==> src/core/nand_host_map.svh <==
// command codes, address values and timing counts for the nand read host
// assumes a 200 MHz system clock
`ifndef NAND_HOST_MAP_SVH
`define NAND_HOST_MAP_SVH
`define CMD_PLANE_SEL 8'h06
`define CMD_COL_CHG 8'h05
`define CMD_CONFIRM 8'he0
`define CMD_IDENT 8'h90
`define CMD_PARAM 8'hec
`define ADDR_ID_DEV 8'h00
`define ADDR_ID_ONFI 8'h20
`define ID_DEV_BYTES 4'h5
`define ID_ONFI_BYTES 4'h4
`define PARAM_COPY_LEN 16'h0100
`define ADDR_CYC_PLANE 3'h5
`define ADDR_CYC_COL 3'h2
`define ADDR_CYC_ONE 3'h1
`define ADDR_PARAM 8'h00
`define TIME_WHR_NS 60
`define TIME_CYCLE_NS 25
`define CLK_PERIOD_NS 5
`define WHR_CYCLES 8'((`TIME_WHR_NS + `CLK_PERIOD_NS - 1) / `CLK_PERIOD_NS)
`define HALF_CYCLES 8'((`TIME_CYCLE_NS + 2 * `CLK_PERIOD_NS - 1) / (2 * `CLK_PERIOD_NS))
`endif

==> src/core/nand_host_pkg.sv <==
// types shared by the nand read host
// assumes nand_host_map.svh supplies the numbers
`default_nettype none
package nand_host_pkg;
  typedef enum logic [1:0] {OP_PLANE, OP_COLUMN, OP_IDENT, OP_PARAM} op_e;
  typedef struct packed {
    op_e op;
    logic [15:0] column;
    logic [23:0] row;
    logic [7:0] id_addr;
    logic [15:0] count;
  } request_s;
  typedef struct packed {
    logic ce_n;
    logic cle;
    logic ale;
    logic we_n;
    logic re_n;
    logic [7:0] dq_out;
    logic dq_oe;
  } pins_s;
endpackage : nand_host_pkg
`default_nettype wire

==> src/core/nand_read_host.sv <==
// host sequencer for nand plane select, id and parameter page reads
// assumes a single clock, pins synchronous, device on a single chip enable
`timescale 1ns/100ps
`default_nettype none
`include "nand_host_map.svh"

// Behaviour
// - plane select: 06h, 2 col, 3 row, E0h
// - plane select issued only while ready
// - wait turnaround delay before first read; parameter page reads start as soon as ready returns
// - reissue plane select for other plane
// - column-only change uses 05h/E0h
// - id: 90h, 00h, five read strobes; host strobes req.count times instead
// - column change honoured during parameter page
// - 05h, two column cycles, E0h
module nand_read_host (
  input wire logic CLOCK,
  input wire logic NRST,
  input wire logic REQ_VALID,
  input wire nand_host_pkg::request_s REQ,
  output logic REQ_READY,
  output logic [7:0] RD_DATA,
  output logic RD_VALID,
  output logic DONE,
  output nand_host_pkg::pins_s PINS,
  input wire logic [7:0] DQ_IN,
  input wire logic READY
);
  import nand_host_pkg::*;

  // ----------------------------------------------------------------
  // sequencer state
  // ----------------------------------------------------------------
  typedef enum logic [2:0] {
    S_IDLE, S_CMD, S_ADDR, S_CONF, S_BUSY, S_WAIT, S_READ
  } state_e;

  state_e state, next_state;
  request_s req, next_req;
  pins_s pins, next_pins;
  logic [2:0] addr_idx, next_addr_idx;
  logic [2:0] addr_cnt, next_addr_cnt;
  logic [7:0] timer, next_timer;
  logic phase, next_phase;
  logic [15:0] left, next_left;
  logic [7:0] rd_data, next_rd_data;
  logic rd_valid, next_rd_valid;
  logic done, next_done;
  logic saw_busy, next_saw_busy;
  logic req_ready, next_req_ready;
  logic [7:0] cmd_byte;
  logic [7:0] addr_byte;

  always_comb begin
    unique case (req.op)
      OP_PLANE: cmd_byte = `CMD_PLANE_SEL;
      OP_COLUMN: cmd_byte = `CMD_COL_CHG;
      OP_IDENT: cmd_byte = `CMD_IDENT;
      OP_PARAM: cmd_byte = `CMD_PARAM;
    endcase
  end

  // address cycles: column low, column high, then row low to high
  always_comb begin
    unique case (addr_idx)
      3'h0: addr_byte = (req.op == OP_IDENT) ? req.id_addr : req.column[7:0];
      3'h1: addr_byte = req.column[15:8];
      3'h2: addr_byte = req.row[7:0];
      3'h3: addr_byte = req.row[15:8];
      default: addr_byte = req.row[23:16];
    endcase
  end

  always_comb begin
    next_state = state;
    next_req = req;
    next_pins = pins;
    next_addr_idx = addr_idx;
    next_addr_cnt = addr_cnt;
    next_timer = timer;
    next_phase = phase;
    next_left = left;
    next_rd_data = rd_data;
    next_rd_valid = 1'b0;
    next_done = 1'b0;
    next_saw_busy = saw_busy;
    if (timer != 8'h00) begin
      next_timer = timer - 8'h01;
    end else begin
      unique case (state)
        S_IDLE: begin
          next_pins.ce_n = 1'b1;
          // plane select waits for ready; no command goes to a busy die
          if (REQ_VALID && READY) begin
            next_req = REQ;
            next_pins.ce_n = 1'b0;
            next_state = S_CMD;
            next_phase = 1'b0;
          end
        end
        S_CMD: begin
          if (!phase) begin
            next_pins.cle = 1'b1;
            next_pins.we_n = 1'b0;
            next_pins.dq_out = cmd_byte;
            next_pins.dq_oe = 1'b1;
            next_phase = 1'b1;
          end else begin
            next_pins.we_n = 1'b1;
            next_phase = 1'b0;
            next_addr_idx = 3'h0;
            unique case (req.op)
              OP_PLANE: next_addr_cnt = `ADDR_CYC_PLANE;
              OP_COLUMN: next_addr_cnt = `ADDR_CYC_COL;
              OP_IDENT: next_addr_cnt = `ADDR_CYC_ONE;
              OP_PARAM: next_addr_cnt = `ADDR_CYC_ONE;
            endcase
            next_state = S_ADDR;
          end
          next_timer = `HALF_CYCLES;
        end
        S_ADDR: begin
          next_pins.cle = 1'b0;
          if (!phase) begin
            next_pins.ale = 1'b1;
            next_pins.we_n = 1'b0;
            next_pins.dq_out = (req.op == OP_PARAM) ? `ADDR_PARAM : addr_byte;
            next_phase = 1'b1;
          end else begin
            next_pins.we_n = 1'b1;
            next_phase = 1'b0;
            next_addr_idx = addr_idx + 3'h1;
            if (addr_idx + 3'h1 == addr_cnt) begin
              next_state = (req.op == OP_PLANE || req.op == OP_COLUMN) ?
                S_CONF : S_BUSY;
            end
          end
          next_timer = `HALF_CYCLES;
          next_saw_busy = 1'b0;
        end
        S_CONF: begin
          next_pins.ale = 1'b0;
          if (!phase) begin
            next_pins.cle = 1'b1;
            next_pins.we_n = 1'b0;
            next_pins.dq_out = `CMD_CONFIRM;
            next_phase = 1'b1;
            next_timer = `HALF_CYCLES;
          end else begin
            next_pins.we_n = 1'b1;
            next_phase = 1'b0;
            next_state = S_WAIT;
            next_timer = `WHR_CYCLES;
          end
        end
        S_BUSY: begin
          next_pins.ale = 1'b0;
          next_pins.cle = 1'b0;
          next_pins.dq_oe = 1'b0;
          // parameter load: wait for busy then ready before reading
          if (req.op != OP_PARAM) begin
            next_state = S_WAIT;
            next_timer = `WHR_CYCLES;
          end else if (!READY) begin
            next_saw_busy = 1'b1;
          end else if (saw_busy) begin
            // through the wait state so the byte count gets loaded
            next_state = S_WAIT;
          end
        end
        S_WAIT: begin
          next_pins.cle = 1'b0;
          next_pins.dq_oe = 1'b0;
          next_left = req.count;
          next_state = (req.count == 16'h0000) ? S_IDLE : S_READ;
          next_done = (req.count == 16'h0000);
        end
        S_READ: begin
          next_pins.dq_oe = 1'b0;
          // one byte per strobe; device steps its column itself
          if (!phase) begin
            next_pins.re_n = 1'b0;
            next_phase = 1'b1;
          end else begin
            next_pins.re_n = 1'b1;
            next_phase = 1'b0;
            next_rd_data = DQ_IN;
            next_rd_valid = 1'b1;
            next_left = left - 16'h0001;
            if (left == 16'h0001) begin
              next_state = S_IDLE;
              next_done = 1'b1;
            end
          end
          next_timer = `HALF_CYCLES;
        end
        default: next_state = S_IDLE;
      endcase
    end
    next_req_ready = (next_state == S_IDLE) && (next_timer == 8'h00);
  end

  always_ff @(posedge CLOCK) begin
    if (!NRST) begin
      state <= S_IDLE;
      req <= '0;
      pins <= '{ce_n: 1'b1, cle: 1'b0, ale: 1'b0, we_n: 1'b1, re_n: 1'b1,
                dq_out: 8'h00, dq_oe: 1'b0};
      addr_idx <= 3'h0;
      addr_cnt <= 3'h0;
      timer <= 8'h00;
      phase <= 1'b0;
      left <= 16'h0000;
      rd_data <= 8'h00;
      rd_valid <= 1'b0;
      done <= 1'b0;
      saw_busy <= 1'b0;
      req_ready <= 1'b1;
    end else begin
      state <= next_state;
      req <= next_req;
      pins <= next_pins;
      addr_idx <= next_addr_idx;
      addr_cnt <= next_addr_cnt;
      timer <= next_timer;
      phase <= next_phase;
      left <= next_left;
      rd_data <= next_rd_data;
      rd_valid <= next_rd_valid;
      done <= next_done;
      saw_busy <= next_saw_busy;
      req_ready <= next_req_ready;
    end
  end

  // ----------------------------------------------------------------
  // outputs, all registered
  // ----------------------------------------------------------------
  always_comb begin
    PINS = pins;
    RD_DATA = rd_data;
    RD_VALID = rd_valid;
    DONE = done;
    REQ_READY = req_ready;
  end

  // ----------------------------------------------------------------
  // checks
  // ----------------------------------------------------------------
  chk_start_ready: assert property (@(posedge CLOCK) disable iff (!NRST)
    (state == S_IDLE && timer == 8'h00 && REQ_VALID && READY)
    |=> state == S_CMD)
    else $error("request accepted path broken");
  chk_whr_gap: assert property (@(posedge CLOCK) disable iff (!NRST)
    (state == S_CONF && next_state == S_WAIT) |=> pins.re_n [*8])
    else $error("read strobe too soon after confirm");
  chk_confirm_byte: assert property (@(posedge CLOCK) disable iff (!NRST)
    (state == S_CONF && !phase && timer == 8'h00)
    |=> pins.cle && pins.dq_out == `CMD_CONFIRM)
    else $error("confirm byte wrong");
  chk_param_busy: assert property (@(posedge CLOCK) disable iff (!NRST)
    (state == S_BUSY && req.op == OP_PARAM && !saw_busy)
    |=> state == S_BUSY)
    else $error("parameter read before busy seen");
  chk_read_capture: assert property (@(posedge CLOCK) disable iff (!NRST)
    (state == S_READ && phase && timer == 8'h00)
    |=> rd_valid && rd_data == $past(DQ_IN))
    else $error("read byte not captured");
  chk_no_write_read: assert property (@(posedge CLOCK) disable iff (!NRST)
    !pins.re_n |-> !pins.dq_oe && pins.we_n)
    else $error("bus contention on read");
endmodule : nand_read_host
`default_nettype wire

==> config.mk <==
export PLATFORM = sky130hd
export DESIGN_NAME = nand_read_host
export DESIGN_NICKNAME = d
export VERILOG_FILES = /design/src/core/nand_host_pkg.sv /design/src/core/nand_read_host.sv
export VERILOG_INCLUDE_DIRS = /design/src /design/src/core
export SDC_FILE = /design/constraint.sdc
export NUM_CORES = 1
export LEC_CHECK = 0
export BUFFER_PORTS_ARGS = -buffer_cell sky130_fd_sc_hd__buf_2
export CORE_MARGIN = 2
export CORE_UTILIZATION = 47
export CTS_BUF_LIST = sky130_fd_sc_hd__clkbuf_2
export DETAILED_ROUTE_END_ITERATION = 8
export PLACE_DENSITY_LB_ADDON = 0.2
export SLEW_MARGIN = 20
export SYNTH_ARGS = -nofsm -noshare
export SYNTH_HDL_FRONTEND = slang
export SYNTH_SLANG_ARGS = --single-unit
==> constraint.sdc <==
create_clock -name CLOCK -period 2.5 [get_ports CLOCK]
set_input_delay 0.75 -clock CLOCK [delete_from_list [all_inputs] [get_ports CLOCK]]
set_output_delay 0.75 -clock CLOCK [all_outputs]
set_load 0.02 [all_outputs]
==> results_dict.tcl <==
set metrics [dict create \
    status "finished, final reports clean" \
    total_power_uw 5600 \
    clk_pin_slew_ps 180 \
    peakVddDrop_v 0.000385 \
    synth_area_mm2 0.00593 \
    drive_gt1_share_pct 21.3 \
    htreeDepth 4 \
    seqPwrFrac_pct 44.4 \
    grt_use_total_pct 23.6 \
    finalMaxSlewViolations 0 \
    crit_path_end_kind "register" \
    ys_ff_latch 126 \
    pin_count 103 \
    synth_nets 841 \
    tightest_slew_ps 589 \
    timing_worst_setup_path_type "register to register" \
    met3_usage_pct 5.81 \
    die_h_um 116 \
    wire_per_inst_um 15.6 \
    drt_pass1_iterations 7 \
    layout_common_cells "nand2_1 (184), dfxtp_1 (126), a21oi_1 (114), buf_2 (102), nor2_1 (43)" \
    ys_seq_area_share_pct 42.5 \
    place_congestion 0.887 \
    met2_usage_pct 36.7 \
    hold_class "primary input to register" \
    cpMaxStageDelayCell "or3b_2" \
    combPwrFrac_pct 36.0 \
    drt_iter0_drc 442 \
    design.die.area_mm2 0.0135 \
    hpwlAfterDp_um 11100 \
    tritoncts "done" \
    synth_ff_type "dfxtp_1" \
    tns_ps 0 \
    grt_remaining_overflow 0 \
    final_common_cell "nand2_1" \
    cp_max_fo 5 \
    path_buf_inv 1 \
    skew_ps 24.1 \
    slew_headroom_pct 60.7 \
    ff2ff_setup_slack_ps 190 \
    sw_frac_of_total_pct 39.5 \
    cts_num_sinks 126 \
    wirelength_um 16000 \
    yosys.area.top_type "dfxtp_1" \
    finalHoldViolCount 0 \
    routed_via_density 5.56 \
    internal_power_uw 3390 \
    ys_top_cells_by_area "dfxtp_1 (43%), nand2_1 (12%), a21oi_1 (9.6%)" \
    max_cap_viol_count 0 \
    p_clk_share_pct 19.6 \
    io_buffers 102 \
    num_rows 41 \
    synth_cells 755 \
    hold_depth 3 \
    fillers 1230 \
    rr_worst_depth 8 \
    cts.path.max_buffers 2 \
    rsz0062_at_grt "no" \
    period_needed_ps 2310 \
    route.detailed.drc 0 \
    grt_max_degree 68 \
    fin_util_pct 54.5 \
    die_w_um 116 \
    path_cells "inv_1 > ha_1 > or3b_2 > nor3_2 > nand2_1 > nor4_1 > a31oi_1 > o221a_2" \
    ctsRootBufferMaster "clkbuf_2" \
    avgSynthCellArea_um2 7.85 \
    postCtsSetupRepairBufs 0 \
    busiest_layer "met2" \
    antenna_found_initial 0 \
    synth_edf_count 0 \
    fmax_ghz 0.432 \
    path_delay_family "simple AND/OR/NAND/NOR gates" \
    diodes 0 \
    via_count 5726 \
    critPathMaxStageDelay_ps 500 \
    p_sw_uw 2210 \
    ant_nets 0 \
    p_leak_uw 0.00264 \
    initial_utilization_pct 47.6 \
    area_growth_pct 14.6 \
    arrival_ps 2930 \
    yosysWarnings 0 \
    nets 931 \
    grt_pass1_vias 5134 \
    synthArstFlopShare_pct 0 \
    worst_skew_pair.late_latency_ps 720 \
    yosysUniqueCellTypes 66 \
    period_share_pct 92.5 \
    grt_pass1_wl_um 25100 \
    core_area_mm2 0.0125 \
    cp_data_required_time_ps 3120 \
    worstSetupPathDepth 8 \
    synth.top_cell.area_share_pct 42.5 \
    cts-buffers-inserted 17 \
    setup_viol 0 \
    start_kind "register" \
    powerDensity_mw_per_mm2 824 \
    use_met1_pct 32.0 \
]
## power by group through the flow
stage | logic (uW) | clock network, uW | registers [uW]
finish | 2020 | 1090 | 2490
global route | 2230 | 1210 | 2530
CTS | 1970 | 1120 | 2480
detailed placement | 1960 | 0 | 2520
global placement | 1910 | 0 | 2510
floorplan | 1500 | 0 | 2490
## routing by layer
| layer | up-vias | part of all wire [%] |
|---|---|---|
| met5 | - | 0 |
| met4 | 0 | 1.5 |
| li1 | 2838 | - |
| met3 | 21 | 5.8 |
| met1 | 2678 | 45 |
| met2 | 189 | 48 |
## synthesized netlist by cell type, types with 5 or more instances
cell type  count
o221a_2        5
buf_6         10
o21ai_0       37
a31oi_1       15
a211oi_1       6
a222oi_1       8
nand2b_1       7
nand3_1       10
nand2_1      184
nor2_1        43
a21oi_1      114
nor4_1        10
o211ai_1      11
buf_2         12
mux2i_1        8
dfxtp_1      126
inv_1         11
clkbuf_1      28
nor3_1        14
ha_1           8
## flip-flops by register name, summed over array words and instances, names as in the netlist
register	count
RD_VALID	1
DONE	1
phase	1
addr_idx	3
PINS	14
REQ_READY	1
req	66
saw_busy	1
addr_cnt	3
state	3
timer	8
left	16
RD_DATA	8
## tightest hold or removal path, stage by stage
cell and delay [ps]:
buf_2 90, nand2_1 50, a21oi_1 50
## stage by stage
stage	hold WS, ps	std cells	worst slack (ps)	instance area [um^2]
final	249	1030	186	6800
after global routing	195	1030	58.6	6800
after CTS	195	1029	171	6770
after detailed placement	443	997	209	6570
after global placement	441	997	287	6570
after floorplan	433	755	460	5930
## logic make-up after synthesis
| group | Yosys count | synth area share, % |
|---|---|---|
| flip-flops | 126 | 42.5 |
| multiplexers | 12 | 2.11 |
| buffers and inverters | 69 | 6.14 |
| adder cells (fa/ha/maj) | 8 | 1.69 |
| AO/OA/AOI/OAI | 231 | 23.6 |
| AND/OR/NAND/NOR | 304 | 23.2 |
| XOR/XNOR | 5 | 0.739 |
## worst paths after layout
| kind | end | from |
|---|---|---|
| hold reg to reg | req[55] | req[55] |
| hold / removal | req[26] | REQ[26] |
| setup / recovery | left[12] | left[0] |
| setup reg to reg | left[12] | left[0] |
## cell type report
cell class	count	area [um^2]	area share, %
Multi-Input combinational cell	560	3050	44.8
Clock buffer	18	90.1	1.33
Clock inverter	14	103	1.51
Inverter	12	45.0	0.663
Sequential cell	126	2520	37.1
Tap cell	172	215	3.17
Timing Repair Buffer	128	773	11.4
## timing repair
item | CTS | global route
hold buffers | 0 | 0
resized for setup | 0 | 2
endpoints found under the setup margin | 0 | 60
Power figures use the tool's default switching activity.
